File: src/hw/bcmc_pkg.sv
// Purpose: shared constants and types for the charge mode control block
// Assumes: 20 MHz core clock, register writes arrive decoded from the serial port
// Notes: sense levels are in tenths of a millivolt, voltages in millivolts
package bcmc_pkg;

  // register indices
  localparam logic [2:0] IDX_STATUS = 3'h0;
  localparam logic [2:0] IDX_CTRL1 = 3'h1;
  localparam logic [2:0] IDX_FLOAT = 3'h2;
  localparam logic [2:0] IDX_CURR = 3'h4;

  // field positions
  localparam int CTRL1_INLIM_LSB = 6;
  localparam int CTRL1_WEAK_LSB = 4;
  localparam int CTRL1_TERM_EN_BIT = 3;
  localparam int CTRL1_DIS_BIT = 2;
  localparam int CTRL1_HZ_BIT = 1;
  localparam int FLOAT_CODE_LSB = 2;
  localparam int CURR_CHG_LSB = 4;
  localparam int CURR_TERM_LSB = 0;
  localparam int STATUS_STAT_LSB = 4;

  // values after reset and writable bits
  localparam logic [7:0] CTRL1_RST = 8'h38;
  localparam logic [7:0] FLOAT_RST = 8'h28;
  localparam logic [7:0] CURR_RST = 8'h00;
  localparam logic [7:0] CTRL1_WMASK = 8'hFE;
  localparam logic [7:0] FLOAT_WMASK = 8'hFC;
  localparam logic [7:0] CURR_WMASK = 8'h77;

  // float voltage mapping
  localparam logic [12:0] FLOAT_BASE_MV = 13'h0DAC;
  localparam logic [12:0] FLOAT_STEP_MV = 13'h0014;
  localparam logic [12:0] FLOAT_MAX_MV = 13'h1158;
  localparam logic [5:0] FLOAT_TOP_CODE = 6'h2F;

  // charge sense targets, tenths of a millivolt
  localparam logic [9:0] CHG_SENSE [8] = '{10'h176, 10'h1BA, 10'h1FE, 10'h242,
                                           10'h2CA, 10'h30E, 10'h396, 10'h3DA};
  // termination step per code, tenths of a millivolt
  localparam logic [8:0] TERM_STEP_G1 = 9'h022;
  localparam logic [8:0] TERM_STEP_G2 = 9'h021;

  // input current limits in mA, all ones means no limit
  localparam logic [11:0] INLIM_MA [4] = '{12'h064, 12'h1F4, 12'h320, 12'hFFF};
  localparam logic [11:0] INLIM_NONE = 12'hFFF;

  // status codes
  localparam logic [1:0] STAT_READY = 2'h0;
  localparam logic [1:0] STAT_CHARGING = 2'h1;
  localparam logic [1:0] STAT_DONE = 2'h2;

  // timing
  localparam int CLK_PERIOD_NS = 50;
  localparam int VERIFY_TIME_MS = 500;
  localparam int VERIFY_CYCLES = VERIFY_TIME_MS * 1000000 / CLK_PERIOD_NS;
  localparam int RAMP_TICK_US = 10;
  localparam int RAMP_TICK_CYCLES = RAMP_TICK_US * 1000 / CLK_PERIOD_NS;
  localparam int SENSE_MOHM = 68;

  // synchronised indication positions
  localparam int IN_SHORT = 0;
  localparam int IN_RECHG = 1;
  localparam int IN_WEAK = 2;
  localparam int IN_TERM = 3;
  localparam int IN_CV = 4;
  localparam int IN_HOT = 5;
  localparam int IN_SAG = 6;
  localparam int IN_BAT = 7;
  localparam int IN_SRC = 8;
  localparam int IN_POR = 9;
  localparam int IN_COUNT = 10;

  typedef enum logic [5:0] {
    ST_IDLE = 6'h01,
    ST_PRECHG = 6'h02,
    ST_CC = 6'h04,
    ST_CV = 6'h08,
    ST_VERIFY = 6'h10,
    ST_DONE = 6'h20
  } bcmc_state_e;

endpackage

File: src/hw/bcmc_ramp_if.sv
// Purpose: carries current targets between the sequencer and the ramp
// Assumes: single clock domain
// Notes: levels are in tenths of a millivolt of sense voltage
`timescale 1ns/1ns
interface bcmc_ramp_if;
  logic run;
  logic hot;
  logic supplySag;
  logic [9:0] chargeTarget;
  logic [11:0] inputLimitMa;
  logic [9:0] appliedTarget;

  modport ctrl (output run, hot, supplySag, chargeTarget, inputLimitMa, input appliedTarget);
  modport ramp (input run, hot, supplySag, chargeTarget, inputLimitMa, output appliedTarget);
endinterface

File: src/hw/bcmc_sync.sv
// Purpose: three-stage synchroniser with agreement filter for pin inputs
// Assumes: inputs are asynchronous levels
// Notes: output changes only when the second and third stages agree
`timescale 1ns/1ns
module bcmc_sync #(
  parameter int W = 1
) (
  // clock and reset
  input wire logic clk,
  input wire logic resetn,
  // data
  input wire logic [W-1:0] d,
  output logic [W-1:0] q
);

  typedef struct packed {
    logic [W-1:0] ff1;
    logic [W-1:0] ff2;
    logic [W-1:0] ff3;
    logic [W-1:0] q;
  } bcmc_sync_s;

  bcmc_sync_s sync_reg;
  bcmc_sync_s sync_next;

  always_comb begin
    sync_next = sync_reg;
    sync_next.ff1 = d;
    sync_next.ff2 = sync_reg.ff1;
    sync_next.ff3 = sync_reg.ff2;
    // hold while the late stages disagree
    sync_next.q = (sync_reg.ff2 & sync_reg.ff3) |
                  (sync_reg.q & (sync_reg.ff2 | sync_reg.ff3));
  end

  always_ff @(posedge clk or negedge resetn) begin
    if (!resetn) begin
      sync_reg <= '0;
    end else begin
      sync_reg <= sync_next;
    end
  end

  assign q = sync_reg.q;

endmodule

File: src/hw/bcmc_ramp.sv
// Purpose: slew-limited charge current target with thermal and supply backoff
// Assumes: targets refreshed every cycle by the sequencer
// Notes: one step per tick upward, immediate clamp downward
`timescale 1ns/1ns
module bcmc_ramp
  import bcmc_pkg::*;
#(
  parameter int TICK_CYCLES = RAMP_TICK_CYCLES,
  parameter int MOHM = SENSE_MOHM
) (
  // clock and reset
  input wire logic clk,
  input wire logic resetn,
  // targets
  bcmc_ramp_if.ramp rif
);

  typedef struct packed {
    logic [15:0] tickCnt;
    logic [9:0] level;
  } bcmc_ramp_s;

  bcmc_ramp_s ramp_reg;
  bcmc_ramp_s ramp_next;
  logic tick;
  logic [23:0] limWide;
  logic [9:0] cap;

  always_comb begin
    ramp_next = ramp_reg;
    tick = (ramp_reg.tickCnt == 16'(TICK_CYCLES - 1));
    ramp_next.tickCnt = tick ? 16'h0000 : ramp_reg.tickCnt + 16'h0001;
    // input limit turned into sense volts so both bounds compare directly
    limWide = 24'(rif.inputLimitMa) * 24'(MOHM) / 24'h000064;
    cap = rif.chargeTarget;
    if (rif.inputLimitMa != INLIM_NONE && limWide < 24'(rif.chargeTarget)) begin
      cap = limWide[9:0];
    end
    if (!rif.run) begin
      ramp_next.level = 10'h000;
    end else if (ramp_reg.level > cap) begin
      ramp_next.level = cap;
    end else if (tick) begin
      if (rif.hot || rif.supplySag) begin
        if (ramp_reg.level != 10'h000) begin
          ramp_next.level = ramp_reg.level - 10'h001;
        end
      end else if (ramp_reg.level < cap) begin
        ramp_next.level = ramp_reg.level + 10'h001;
      end
    end
  end

  always_ff @(posedge clk or negedge resetn) begin
    if (!resetn) begin
      ramp_reg <= '0;
    end else begin
      ramp_reg <= ramp_next;
    end
  end

  assign rif.appliedTarget = ramp_reg.level;

  property p_ramp_slew;
    @(posedge clk) disable iff (!resetn)
    $past(rif.run) && rif.run && (ramp_reg.level > $past(ramp_reg.level))
      |-> ramp_reg.level == $past(ramp_reg.level) + 10'h001;
  endproperty
  a_ramp_slew: assert property (p_ramp_slew) else $error("ramp stepped too far");

  property p_hot_backoff;
    @(posedge clk) disable iff (!resetn)
    tick && rif.run && rif.hot && ramp_reg.level != 10'h000 && ramp_reg.level <= cap
      |=> ramp_reg.level == $past(ramp_reg.level) - 10'h001;
  endproperty
  a_hot_backoff: assert property (p_hot_backoff) else $error("no thermal backoff");

  property p_sag_backoff;
    @(posedge clk) disable iff (!resetn)
    tick && rif.run && rif.supplySag && !rif.hot && ramp_reg.level != 10'h000
      && ramp_reg.level <= cap |=> ramp_reg.level < $past(ramp_reg.level);
  endproperty
  a_sag_backoff: assert property (p_sag_backoff) else $error("no supply backoff");

  property p_cap_bound;
    @(posedge clk) disable iff (!resetn)
    rif.run |=> ramp_reg.level <= $past(cap);
  endproperty
  a_cap_bound: assert property (p_cap_bound) else $error("level above limit");

endmodule

File: src/hw/bcmc_top.sv
// Purpose: charge mode sequencing, parameter decode and termination check
// Assumes: register writes come decoded from the serial port, one per strobe
// Notes: analog indications are asynchronous and pass the synchroniser
`timescale 1ns/1ns

// Function
// - float code maps 3.5 V plus 20 mV per step, saturating at 4.44 V
// - fields sit at fixed bit positions in registers one, two and four
// - low-current termination only while the termination enable bit is set
// - battery below float minus recharge offset starts a new cycle
// - auto-start variants start a cycle on supply reset release with weak battery
// - host clearing disable or high-impedance bit starts a new cycle
// - charge current code selects one of eight sense voltage targets
// - termination threshold is code plus one times 3.4 or 3.3 mV
// - below termination: stop switching, report ready for about 500 ms
// - then report done only if battery and source both still present
// - precharge linearly below short threshold, then constant-current switching
// - charge current target ramps gradually upward, drops at once to a lower bound
// - die at temperature limit reduces the charge current target
// - lower of input limit and charge current bounds constant-current charging
// - supply sag to special charger voltage reduces charge current
// - input code selects 100, 500, 800 mA or no limit
module bcmc_top
  import bcmc_pkg::*;
#(
  parameter int VERIFY_CNT = VERIFY_CYCLES,
  parameter bit AUTO_START = 1'b1,
  parameter bit TERM_GROUP2 = 1'b0,
  parameter int RAMP_CNT = RAMP_TICK_CYCLES
) (
  // clock and reset
  input wire logic clk,
  input wire logic resetn,
  // register port
  input wire logic regWrite,
  input wire logic regRead,
  input wire logic [2:0] regAddr,
  input wire logic [7:0] regWdata,
  output logic [7:0] regRdata,
  // analog indications
  input wire logic batBelowShort,
  input wire logic batBelowRecharge,
  input wire logic batBelowWeak,
  input wire logic chargeBelowTerm,
  input wire logic voltageLoopActive,
  input wire logic dieAtLimit,
  input wire logic vbusAtSpecial,
  input wire logic batteryPresent,
  input wire logic sourcePresent,
  input wire logic vbusPorClear,
  // regulation targets
  output logic [12:0] floatTargetMv,
  output logic [9:0] chargeSenseTarget,
  output logic [8:0] termSenseThreshold,
  output logic [11:0] inputLimitMa,
  // phase and status
  output logic prechargeEnable,
  output logic pwmEnable,
  output logic [1:0] statusCode,
  output logic cycleStartPulse
);

  typedef struct packed {
    logic [7:0] ctrl1;
    logic [7:0] floatReg;
    logic [7:0] currReg;
    bcmc_state_e state;
    logic [23:0] verifyCnt;
    logic [1:0] status;
    logic [7:0] rdata;
    logic [12:0] floatMv;
    logic [9:0] chgTarget;
    logic [8:0] termTh;
    logic [11:0] inLimMa;
    logic precharge;
    logic pwm;
    logic porPrev;
    logic startPulse;
    logic [9:0] applied;
  } bcmc_core_s;

  bcmc_core_s core_reg;
  bcmc_core_s core_next;
  logic [IN_COUNT-1:0] rawIn;
  logic [IN_COUNT-1:0] syncIn;
  logic hostStart;
  logic autoStart;
  logic rechargeStart;
  logic start;
  logic inhibit;
  logic [5:0] floatCode;
  logic [2:0] termCode;
  logic [8:0] termStep;

  bcmc_ramp_if rif ();

  assign rawIn = {vbusPorClear, sourcePresent, batteryPresent, vbusAtSpecial, dieAtLimit,
                  voltageLoopActive, chargeBelowTerm, batBelowWeak, batBelowRecharge,
                  batBelowShort};

  bcmc_sync #(
    .W(IN_COUNT)
  ) u_sync (
    .clk(clk),
    .resetn(resetn),
    .d(rawIn),
    .q(syncIn)
  );

  bcmc_ramp #(
    .TICK_CYCLES(RAMP_CNT),
    .MOHM(SENSE_MOHM)
  ) u_ramp (
    .clk(clk),
    .resetn(resetn),
    .rif(rif)
  );

  assign rif.run = core_reg.pwm;
  assign rif.hot = syncIn[IN_HOT];
  assign rif.supplySag = syncIn[IN_SAG];
  assign rif.chargeTarget = core_reg.chgTarget;
  assign rif.inputLimitMa = core_reg.inLimMa;

  always_comb begin
    core_next = core_reg;
    core_next.startPulse = 1'b0;
    core_next.porPrev = syncIn[IN_POR];
    core_next.applied = rif.appliedTarget;
    hostStart = 1'b0;
    // register writes
    if (regWrite) begin
      unique case (regAddr)
        IDX_CTRL1: begin
          core_next.ctrl1 = regWdata & CTRL1_WMASK;
          // only a one-to-zero change of either bit counts as a start
          hostStart = (core_reg.ctrl1[CTRL1_DIS_BIT] && !regWdata[CTRL1_DIS_BIT]) ||
                      (core_reg.ctrl1[CTRL1_HZ_BIT] && !regWdata[CTRL1_HZ_BIT]);
        end
        IDX_FLOAT: core_next.floatReg = regWdata & FLOAT_WMASK;
        IDX_CURR: core_next.currReg = regWdata & CURR_WMASK;
        default: ;
      endcase
    end
    inhibit = core_next.ctrl1[CTRL1_DIS_BIT] || core_next.ctrl1[CTRL1_HZ_BIT];
    autoStart = AUTO_START && syncIn[IN_POR] && !core_reg.porPrev && syncIn[IN_WEAK];
    rechargeStart = (core_reg.state == ST_DONE) && syncIn[IN_RECHG];
    start = !inhibit && (hostStart || autoStart || rechargeStart);
    // sequencer
    if (inhibit) begin
      core_next.state = ST_IDLE;
    end else if (start) begin
      core_next.state = syncIn[IN_SHORT] ? ST_PRECHG : ST_CC;
      core_next.startPulse = 1'b1;
    end else begin
      unique case (core_reg.state)
        ST_IDLE: ;
        ST_DONE: ;
        ST_PRECHG: begin
          if (!syncIn[IN_SHORT]) begin
            core_next.state = ST_CC;
          end
        end
        ST_CC: begin
          if (syncIn[IN_CV]) begin
            core_next.state = ST_CV;
          end
        end
        ST_CV: begin
          if (core_next.ctrl1[CTRL1_TERM_EN_BIT] && syncIn[IN_TERM]) begin
            core_next.state = ST_VERIFY;
            core_next.verifyCnt = 24'h000000;
          end
        end
        ST_VERIFY: begin
          core_next.verifyCnt = core_reg.verifyCnt + 24'h000001;
          if (core_reg.verifyCnt == 24'(VERIFY_CNT - 1)) begin
            // presence is sampled only at expiry
            core_next.state = (syncIn[IN_BAT] && syncIn[IN_SRC]) ? ST_DONE : ST_IDLE;
          end
        end
        default: core_next.state = ST_IDLE;
      endcase
    end
    // phase and status follow the next state so they stay aligned with it
    core_next.precharge = (core_next.state == ST_PRECHG);
    core_next.pwm = (core_next.state == ST_CC) || (core_next.state == ST_CV);
    if (core_next.state == ST_DONE) begin
      core_next.status = STAT_DONE;
    end else if (core_next.precharge || core_next.pwm) begin
      core_next.status = STAT_CHARGING;
    end else begin
      core_next.status = STAT_READY;
    end
    // decode of programmed fields
    floatCode = core_next.floatReg[FLOAT_CODE_LSB +: 6];
    if (floatCode > FLOAT_TOP_CODE) begin
      core_next.floatMv = FLOAT_MAX_MV;
    end else begin
      core_next.floatMv = FLOAT_BASE_MV + 13'(floatCode) * FLOAT_STEP_MV;
    end
    core_next.chgTarget = CHG_SENSE[core_next.currReg[CURR_CHG_LSB +: 3]];
    termCode = core_next.currReg[CURR_TERM_LSB +: 3];
    termStep = TERM_GROUP2 ? TERM_STEP_G2 : TERM_STEP_G1;
    core_next.termTh = 9'((9'(termCode) + 9'h001) * termStep);
    core_next.inLimMa = INLIM_MA[core_next.ctrl1[CTRL1_INLIM_LSB +: 2]];
    // readback
    if (regRead) begin
      core_next.rdata = 8'h00;
      unique case (regAddr)
        IDX_STATUS: core_next.rdata[STATUS_STAT_LSB +: 2] = core_reg.status;
        IDX_CTRL1: core_next.rdata = core_reg.ctrl1;
        IDX_FLOAT: core_next.rdata = core_reg.floatReg;
        IDX_CURR: core_next.rdata = core_reg.currReg;
        default: ;
      endcase
    end
  end

  always_ff @(posedge clk or negedge resetn) begin
    if (!resetn) begin
      core_reg <= '0;
      core_reg.ctrl1 <= CTRL1_RST;
      core_reg.floatReg <= FLOAT_RST;
      core_reg.currReg <= CURR_RST;
      core_reg.state <= ST_IDLE;
      core_reg.status <= STAT_READY;
    end else begin
      core_reg <= core_next;
    end
  end

  assign regRdata = core_reg.rdata;
  assign floatTargetMv = core_reg.floatMv;
  assign chargeSenseTarget = core_reg.applied;
  assign termSenseThreshold = core_reg.termTh;
  assign inputLimitMa = core_reg.inLimMa;
  assign prechargeEnable = core_reg.precharge;
  assign pwmEnable = core_reg.pwm;
  assign statusCode = core_reg.status;
  assign cycleStartPulse = core_reg.startPulse;

  // decoded outputs read zero until the first edge after reset release
  property p_float_map;
    @(posedge clk) disable iff (!resetn)
    $past(resetn) |-> floatTargetMv == ((core_reg.floatReg[7:2] > 6'h2F) ? 13'h1158 :
                      13'h0DAC + 13'(core_reg.floatReg[7:2]) * 13'h0014);
  endproperty
  a_float_map: assert property (p_float_map) else $error("float target wrong");

  property p_chg_table;
    @(posedge clk) disable iff (!resetn)
    (core_reg.currReg[6:4] == 3'h4 |-> core_reg.chgTarget == 10'h2CA) and
    (core_reg.currReg[6:4] == 3'h7 |-> core_reg.chgTarget == 10'h3DA);
  endproperty
  a_chg_table: assert property (p_chg_table) else $error("charge target wrong");

  property p_term_th;
    @(posedge clk) disable iff (!resetn)
    $past(resetn) |-> termSenseThreshold == 9'((9'(core_reg.currReg[2:0]) + 9'h001) *
                             (TERM_GROUP2 ? 9'h021 : 9'h022));
  endproperty
  a_term_th: assert property (p_term_th) else $error("termination threshold wrong");

  property p_term_en_gate;
    @(posedge clk) disable iff (!resetn)
    core_reg.state == ST_CV && !core_reg.ctrl1[3] && !(regWrite && regAddr == IDX_CTRL1)
      |=> core_reg.state != ST_VERIFY;
  endproperty
  a_term_en_gate: assert property (p_term_en_gate) else $error("terminated while disabled");

  property p_verify_ready;
    @(posedge clk) disable iff (!resetn)
    core_reg.state == ST_VERIFY |-> statusCode == STAT_READY && !pwmEnable;
  endproperty
  a_verify_ready: assert property (p_verify_ready) else $error("verify not ready");

  property p_done_presence;
    @(posedge clk) disable iff (!resetn)
    core_reg.state == ST_DONE && $past(core_reg.state) == ST_VERIFY
      |-> $past(syncIn[IN_BAT]) && $past(syncIn[IN_SRC]) && statusCode == STAT_DONE;
  endproperty
  a_done_presence: assert property (p_done_presence) else $error("done without presence");

  property p_verify_len;
    @(posedge clk) disable iff (!resetn)
    $past(core_reg.state) == ST_VERIFY && core_reg.state != ST_VERIFY
      && !$past(inhibit) && !$past(start) |-> $past(core_reg.verifyCnt) == 24'(VERIFY_CNT - 1);
  endproperty
  a_verify_len: assert property (p_verify_len) else $error("verify interval wrong");

  property p_precharge;
    @(posedge clk) disable iff (!resetn)
    core_reg.state == ST_PRECHG && !syncIn[IN_SHORT] && !inhibit && !start
      |=> core_reg.state == ST_CC && pwmEnable && !prechargeEnable;
  endproperty
  a_precharge: assert property (p_precharge) else $error("precharge exit wrong");

  property p_host_start;
    @(posedge clk) disable iff (!resetn)
    hostStart && !inhibit |=> cycleStartPulse;
  endproperty
  a_host_start: assert property (p_host_start) else $error("host start missed");

  property p_recharge;
    @(posedge clk) disable iff (!resetn)
    core_reg.state == ST_DONE && syncIn[IN_RECHG] && !inhibit
      |=> cycleStartPulse && statusCode == STAT_CHARGING;
  endproperty
  a_recharge: assert property (p_recharge) else $error("recharge missed");

  property p_auto_start;
    @(posedge clk) disable iff (!resetn)
    autoStart && !inhibit |=> cycleStartPulse;
  endproperty
  a_auto_start: assert property (p_auto_start) else $error("auto start missed");

  property p_inlim;
    @(posedge clk) disable iff (!resetn)
    (core_reg.ctrl1[7:6] == 2'h2 |-> inputLimitMa == 12'h320) and
    (core_reg.ctrl1[7:6] == 2'h3 |-> inputLimitMa == 12'hFFF);
  endproperty
  a_inlim: assert property (p_inlim) else $error("input limit wrong");

endmodule

File: config.mk
export PLATFORM = sky130hd
export DESIGN_NAME = bcmc_top
export DESIGN_NICKNAME = d
export VERILOG_FILES = /design/src/hw/bcmc_pkg.sv /design/src/hw/bcmc_ramp_if.sv /design/src/hw/bcmc_sync.sv /design/src/hw/bcmc_ramp.sv /design/src/hw/bcmc_top.sv
export SDC_FILE = /design/constraint.sdc
export NUM_CORES = 1
export LEC_CHECK = 0
export ABC_AREA = 1
export ABC_CLOCK_PERIOD_IN_PS = 23900
export BUFFER_PORTS_ARGS = -buffer_cell sky130_fd_sc_hd__buf_2
export CAP_MARGIN = 20
export CORE_MARGIN = 2
export CORE_UTILIZATION = 57
export DETAILED_ROUTE_END_ITERATION = 12
export GPL_TIMING_DRIVEN = 1
export PLACE_DENSITY = 0.8
export REMOVE_ABC_BUFFERS = 1
export SLEW_MARGIN = 30
export SYNTH_ARGS = -nofsm -noshare
export SYNTH_HDL_FRONTEND = slang
export SYNTH_SLANG_ARGS = --single-unit
File: constraint.sdc
create_clock -name clk -period 23.9 [get_ports clk]
set_input_delay 4.78 -clock clk [delete_from_list [all_inputs] [get_ports clk]]
set_output_delay 4.78 -clock clk [all_outputs]
set_load 0.005 [all_outputs]
==> results of run 1 <==
per-layer routing:
metal  global-route usage (%)  part of all wire [%]
met1                     32.4                    44
met2                     43.6                    49
met3                     2.98                   4.0
met4                     9.10                   3.0
met5                        0                     0
how the worst max path moves through the flow:
stage / end / slack [ns] / cells after the start
floorplan: u_ramp.rif.appliedTarget[0] / 14.09 / 85
global placement: u_ramp.rif.appliedTarget[9] / 13.06 / 82
detailed placement: u_ramp.rif.appliedTarget[3] / 12.66 / 81
CTS: u_ramp.rif.appliedTarget[7] / 12.63 / 82
global route: u_ramp.rif.appliedTarget[7] / 11.30 / 82
finish: u_ramp.rif.appliedTarget[4] / 12.52 / 84
synthesized netlist by cell type, types with 22 or more instances:
cell	count	area [um2]
dfrtp_1	160	4000
nand2_2	52	325
nor3_1	25	125
ha_1	62	776
inv_1	233	875
buf_4	54	405
nand2_1	337	1260
nand2_4	22	248
o21ai_0	52	260
a21oi_1	60	300
nand4_1	43	269
nand3_1	107	536
xor2_1	32	280
nor2_1	123	462
cells by family (layout without fill, tap and decap cells):
| group | Yosys count | count (layout) | share of synthesized area (%) |
|---|---|---|---|
| adders and majority gates | 74 | 74 | 7.74 |
| and+or+nand+nor | 794 | 794 | 33.8 |
| xor gates and xnor gates | 37 | 37 | 2.80 |
| DFF | 166 | 166 | 35.2 |
| muxes | 8 | 8 | 0.762 |
| other | 2 | 4 | 0.0635 |
| buffers and inverters | 311 | 362 | 12.0 |
| AOI/OAI and AO/OA | 159 | 159 | 7.64 |
stage by stage:
stage	hold slack, ns	cell area (um2)	utilization (%)
3_5_place_dp	0.336	12100	59.7
2_1_floorplan	0.331	11400	-
3_3_place_gp	0.332	12100	59.6
6_report	0.352	12700	62.8
5_1_grt	0.357	12700	62.8
4_1_cts	0.353	12700	62.7
critical path: cells and delay by family, from the launching register on:
family / cells / cell delay [ns]
AO/OA/AOI/OAI: 5 / 1.22
flip-flops: 1 / 0.70
adder cells (fa/ha/maj): 4 / 1.20
buffers and inverters: 7 / 0.87
AND/OR/NAND/NOR: 68 / 7.29
layout make-up:
| class | count | area (um2) | share of cell area, % |
|---|---|---|---|
| Multi-Input combinational cell | 1076 | 6260 | 49.1 |
| Clock buffer | 18 | 439 | 3.45 |
| Clock inverter | 14 | 180 | 1.41 |
| Timing Repair Buffer | 80 | 415 | 3.26 |
| Sequential cell | 166 | 4160 | 32.7 |
| Inverter | 250 | 945 | 7.42 |
| Tap cell | 270 | 338 | 2.65 |
==> flow_summary.ini, run 1 <==
[clock_tree]
cts_root_buffer = clkbuf_16
cts_tree = built
clk_pin_slew_ns = 0.07
clock_sinks = 166
cts_resized = 0
cts-htree-levels = 4
cts-hold-fix-buffers = 0
cts_buffers = 17
cts_setup_buffers = 0
clk_latency_ns = 0.43
clockBufferDepth = 2

[routing]
drt-pass1-iter-count = 6
drt_iter0_drc = 607
drc_errors = 0
ant_nets = 0
via_per_inst = 5.37
wirelength_mm = 26.8
num_vias = 10056
wl_per_cell_um = 14.3

[synthesis]
ys.flop_type = dfrtp_1
syn_area_mm2 = 0.0118
synth_seq_cells = 166
synth_cells = 1551
avgSynthCellArea_um2 = 7.63
synth_seq_area_share_pct = 35.2
async_reset_ff_share_pct = 100
synth_edf_count = 0
yosysUniqueCellTypes = 60
yosys_warnings = 0

[timing]
timing.slew.headroom_pct = 47.2
hold_violations = 0
tns_ns = 0
post-route-period-util_pct = 47.6
finalMaxSlewViolations = 0
worstMarginPinSlew_ns = 0.792
fin_worst_skew_ns = 0.00733
finalSetupViolations = 0
post-route-min-period_ns = 11.38
fmax_ghz = 0.0879
setup_slack_ns = 12.52
rsz0062_at_grt = no

[floorplan]
floorplan.die.height_um = 148
dieWidth_um = 148
fp-row-count = 52
start_util_pct = 58.3
dieArea_mm2 = 0.0219
core_region_area_mm2 = 0.0203
ios = 82

[min_path]
holdCritPathClass = reg2reg
hold_start = u_sync.sync_next[25]
worstHoldEndpoint = u_sync.sync_next[15]
whs_path_depth = 0

[placed_design]
dp_cells = 1842
place_hpwl_mm = 20.6
place_ws_ns = 12.66
gp_congestion = 0.922
portBuffers = 78

[grt]
grt_pass1_vias = 9783
grt_use_total_pct = 25.1
grt_first_pass_wirelength_mm = 45.3
antenna_found_initial = 0
grt_max_degree = 90
grt_overflow = 0

[setup_path]
r2r_setup_slack_ns = 12.52
cp.arrival_ns = 11.75
path_class = reg2reg
r2r-start = inputLimitMa[10]
crit_path_max_incr_delay_ns = 0.70
r2r-end = u_ramp.rif.appliedTarget[4]
ff2ff_path_depth = 84
cp_max_fo = 18
cp-start-kind = register
critical_path_required_ns = 24.27
cp-startpoint = inputLimitMa[10]
end_kind = register
path_common_cell = nand2_1
critPathSlowestCell = dfrtp_1

[finish]
fin_cells = 1874
syn2layout_area_growth_pct = 7.70
diodes = 0
final_nets = 1680
fillers = 1753
largest_register_ffs = 48
layout_common_cells = nand2_1, inv_1, dfrtp_1, nor2_1, nand3_1
final_common_cell = nand2_1
drive_above_1_share_pct = 17.3

[flow_run]
drv_cap = 0

[outcome]
run_status = completed
Power of run 1 is not shown: default switching activity piles up to over one toggle a cycle in this logic, so the estimate is an artifact.
==> inputs of run 2 (changes only) <==
--- a/config.mk
+++ b/config.mk
@@ -6,7 +6,7 @@
 export NUM_CORES = 1
 export LEC_CHECK = 0
 export ABC_AREA = 1
-export ABC_CLOCK_PERIOD_IN_PS = 23900
+export ABC_CLOCK_PERIOD_IN_PS = 11650
 export BUFFER_PORTS_ARGS = -buffer_cell sky130_fd_sc_hd__buf_2
 export CAP_MARGIN = 20
 export CORE_MARGIN = 2
==> constraint.sdc (replaced) <==
create_clock -name clk -period 11.65 [get_ports clk]
set_input_delay 2.33 -clock clk [delete_from_list [all_inputs] [get_ports clk]]
set_output_delay 2.33 -clock clk [all_outputs]
set_load 0.005 [all_outputs]
==> run 2 against run 1 <==
Critical endpoint unchanged. Global-route usage shrank 0.64 points. Critical path type unchanged. Non-clock buffer count grew 1. Design area grew 0.15%.
==> flow_summary.ini, run 2 (synthesis gave the netlist of run 1 again) <==
[outcome]
run_status = completed

[finish]
layout_common_cells = nand2_1, inv_1, dfrtp_1, nor2_1, nand3_1
utilization_pct = 62.8
final_common_cell = nand2_1
seq_area_mm2 = 0.00416
syn2layout_area_growth_pct = 7.86
diodes = 0
fillers = 1740
final_nets = 1681
drive_above_1_share_pct = 17.8
largest_register_ffs = 48
multi_input_area_mm2 = 0.00629

[min_path]
holdCritPathClass = reg2reg
hold_start = u_sync.sync_next[28]

[grt]
busiest_layer = met2
grt_max_degree = 90
grt_first_pass_wirelength_mm = 44.0
antenna_found_initial = 0
grt_overflow = 0
met1_usage_pct = 31.3
grt_use_met3_pct = 3.59
grtUsageMet2_pct = 42.5
grt_use_total_pct = 24.5
grt_pass1_vias = 9455

[routing]
num_vias = 10079
drt_iter0_drc = 671
via_per_inst = 5.38
wl_per_cell_um = 14.0
ant_nets = 0
wirelength_mm = 26.2
drt-pass1-iter-count = 5
drc_errors = 0

[clock_tree]
cts-hold-fix-buffers = 0
clk_pin_slew_ns = 0.08
cts-htree-levels = 4
cts_buffers = 17
clockBufferDepth = 2
clk_latency_ns = 0.43
cts_tree = built
clock_sinks = 166
cts_root_buffer = clkbuf_16

[setup_path]
cp-startpoint = inputLimitMa[10]
cp_max_fo = 16
end_kind = register
critical_path_required_ns = 12.03
critPathBufInv = 9
critPathSlowestCell = ha_1
critPathTopFamily = simple AND/OR/NAND/NOR gates
r2r-start = inputLimitMa[10]
cp-start-kind = register
path_class = reg2reg
cp.arrival_ns = 10.97
crit_path_max_incr_delay_ns = 0.42

[timing]
setup_slack_ns = 1.06
post-route-period-util_pct = 90.9
finalSetupViolations = 0
holdWs_ns = 0.349
fmax_ghz = 0.0944
hold_violations = 0
worstMarginPinSlew_ns = 0.796
fin_worst_skew_ns = 0.00942
finalMaxSlewViolations = 0
post-route-min-period_ns = 10.59
timing.slew.headroom_pct = 46.9

[floorplan]
fp-row-count = 52
dieArea_mm2 = 0.0219
core_region_area_mm2 = 0.0203
ios = 82
start_util_pct = 58.3
dieWidth_um = 148
floorplan.die.height_um = 148

[placed_design]
gp_congestion = 0.935
portBuffers = 78
place_hpwl_mm = 20.4
place_ws_ns = 0.871

[flow_run]
drv_cap = 0
==> run 2: routing by layer <==
| layer | part of all wire, % | vias up |
|---|---|---|
| met1 | 44 | 4712 |
| met2 | 50 | 290 |
| li1 | - | 5017 |
| met5 | 0 | - |
| met3 | 4.2 | 60 |
| met4 | 2.7 | 0 |
==> run 2: path summary, 6_finish.rpt <==
| path | slack, ns | end | cells after the start |
|---|---|---|---|
| max | 1.06 | u_ramp.rif.appliedTarget[4] | 85 |
| min | 0.35 | u_sync.sync_next[18] | 0 |
| max reg2reg | 1.06 | u_ramp.rif.appliedTarget[4] | 85 |
| min reg2reg | 0.35 | u_sync.sync_next[18] | 0 |
| max in group asynchronous | 8.49 | inputLimitMa[6] | 2 |
| min in group asynchronous | 1.92 | u_ramp.rif.appliedTarget[9] | 1 |
==> run 2: timing repair <==
action                                  CTS  global route
endpoints found under the hold margin     0             0
resized for setup                         0            11
buffers inserted                          0             0
endpoints found under the setup margin    0            10
==> run 2: layout make-up <==
| class | instances | area share (%) |
|---|---|---|
| well taps | 270 | 2.65 |
| clock buffers | 17 | 3.33 |
| flip-flops and latches | 166 | 32.6 |
| repair buffers | 81 | 3.32 |
| multi-input cells | 1076 | 49.3 |
| clock inverters | 15 | 1.28 |
| inverters | 250 | 7.49 |
==> run 2: per-stage QoR <==
step	instance area, um2	cells	setup TNS (ns)
2_1_floorplan	11400	1492	0
3_3_place_gp	12100	1843	0
3_5_place_dp	12100	1843	0
4_1_cts	12700	1875	0
5_1_grt	12800	1875	-0.00906
6_report	12800	1875	0
Power of run 2 is left out for the same reason.
==> inputs of run 3 (changes only) <==
--- a/config.mk
+++ b/config.mk
@@ -6,14 +6,14 @@
 export NUM_CORES = 1
 export LEC_CHECK = 0
 export ABC_AREA = 1
-export ABC_CLOCK_PERIOD_IN_PS = 11650
-export BUFFER_PORTS_ARGS = -buffer_cell sky130_fd_sc_hd__buf_2
+export ABC_CLOCK_PERIOD_IN_PS = 10200
 export CAP_MARGIN = 20
 export CORE_MARGIN = 2
 export CORE_UTILIZATION = 57
 export DETAILED_ROUTE_END_ITERATION = 12
+export DONT_BUFFER_PORTS = 1
 export GPL_TIMING_DRIVEN = 1
-export PLACE_DENSITY = 0.8
+export PLACE_DENSITY = 0.76
 export REMOVE_ABC_BUFFERS = 1
 export SLEW_MARGIN = 30
 export SYNTH_ARGS = -nofsm -noshare
==> constraint.sdc (replaced) <==
create_clock -name clk -period 10.2 [get_ports clk]
set_input_delay 2.04 -clock clk [delete_from_list [all_inputs] [get_ports clk]]
set_output_delay 2.04 -clock clk [all_outputs]
set_load 0.005 [all_outputs]
==> run 3 against run 2 <==
Register-to-register slack lost 0.90 ns. Clock skew up 0.0065 ns. Utilization increased by 8.2 points. Via count increased by 5.8%. Sequential cell count unchanged. First-iteration DRC count grew 12%. Sequential share of layout area decreased by 3.7 points. Wire length is 18% higher. Global-route usage down 0.22 points. Non-clock buffer count increased by 7. Design area increased by 13%. Highest routed layer unchanged.
==> flow_summary.ini, run 3 (synthesis gave the netlist of run 1 again) <==
[routing]
wl_per_cell_um = 16.4
met3_length_mm = 1.64
via_per_inst = 5.65
num_vias = 10659
drt-pass1-iter-count = 6
wl_met2_mm = 15.6
wirelength_mm = 30.9
met1Wirelength_mm = 12.5
ant_nets = 0
top_layer = met4
drt_iter0_drc = 751
drc_errors = 0

[outcome]
run_status = completed

[timing]
hold_violations = 0
post-route-period-util_pct = 98.5
fmax_ghz = 0.0995
fin_worst_skew_ns = 0.0159
finalMaxSlewViolations = 0
worstMarginPinSlew_ns = 0.766
finalSetupViolations = 0
timing.slew.headroom_pct = 48.5
post-route-min-period_ns = 10.05
rsz0062_at_grt = yes
holdWs_ns = 0.349
tns_ns = 0

[clock_tree]
cts-htree-levels = 4
cts_root_buffer = clkbuf_16
clockBufferDepth = 2
cts_tree = built
clock_sinks = 166
clk_latency_ns = 0.44
cts_buffers = 17
clk_pin_slew_ns = 0.08

[grt]
grt_overflow = 0
grt_first_pass_wirelength_mm = 44.0
grt_use_total_pct = 24.2
grt_max_degree = 167
grt_pass1_vias = 9463
antenna_found_initial = 0

[floorplan]
dieArea_mm2 = 0.0219
core_region_area_mm2 = 0.0203
dieWidth_um = 148
floorplan.die.height_um = 148
start_util_pct = 58.3
ios = 82
fp-row-count = 52

[placed_design]
gp_congestion = 0.899
portBuffers = 0
place_hpwl_mm = 19.5
dp_cells = 1772

[finish]
utilization_pct = 71.0
fin_cells = 1887
drive_above_1_share_pct = 28.7
layout_common_cells = nand2_1, inv_1, dfrtp_1, nor2_1, nand3_1
final_common_cell = nand2_1
syn2layout_area_growth_pct = 21.9
largest_register_ffs = 48
final_nets = 1692

[setup_path]
cp-start-kind = register
critical_path_required_ns = 10.58
crit_path_max_incr_delay_ns = 0.47
cp-startpoint = inputLimitMa[10]
cp.arrival_ns = 10.43
cp_max_fo = 7
path_class = reg2reg
critPathTopFamily = simple AND/OR/NAND/NOR gates
critPathSlowestCell = dfrtp_2
path_common_cell = nand2_4
critPathBufInv = 14
r2r-start = inputLimitMa[10]
end_kind = register

[flow_run]
drv_cap = 0

[min_path]
holdCritPathClass = reg2reg
hold_start = u_sync.sync_next[20]
-- run 3: area by class of cell --
class                      count  area (um2)
timing repair buffer          88         761
fill                        1440        5890
antenna                        1        2.50
sequential                   166        4160
tap                          270         338
multi-input combinational   1080        7580
clock inverter                15         169
clock buffer                  17         425
inverter                     250         971
-- run 3: what timing repair did --
item / in CTS / in global routing
cloned: 0 / 7
hold buffers: 0 / 0
pin swaps: 8 / 139
gates resized for setup: 19 / 285
setup endpoints to repair: 10 / 10
buffers inserted: 6 / 69
-- run 3: metrics by stage --
stage                     cell area, um2  setup WS [ns]
after floorplan                    11400          0.390
final                              14400          0.154
after CTS                          12500        0.00858
after detailed placement           11800         -0.528
after global routing               14400         -0.483
after global placement             11800         -0.115
-- run 3: per-layer routing --
metal  GRT usage (%)  vias to the layer above
met1            31.9                     5079
li1                -                     5071
met4            7.90                        0
met5               0                        -
met3            4.08                      107
met2            41.0                      402
-- run 3: path summary, 6_finish.rpt --
check                      cells past startpoint  slack (ns)                          end
max                                           87        0.15  u_ramp.rif.appliedTarget[4]
min                                            0        0.35         u_sync.sync_next[10]
max reg2reg                                   87        0.15  u_ramp.rif.appliedTarget[4]
min reg2reg                                    0        0.35         u_sync.sync_next[10]
max in group asynchronous                      0        8.55                 core_reg[92]
min in group asynchronous                      0        1.29         chargeSenseTarget[7]
Power of run 3 is left out for the same reason.
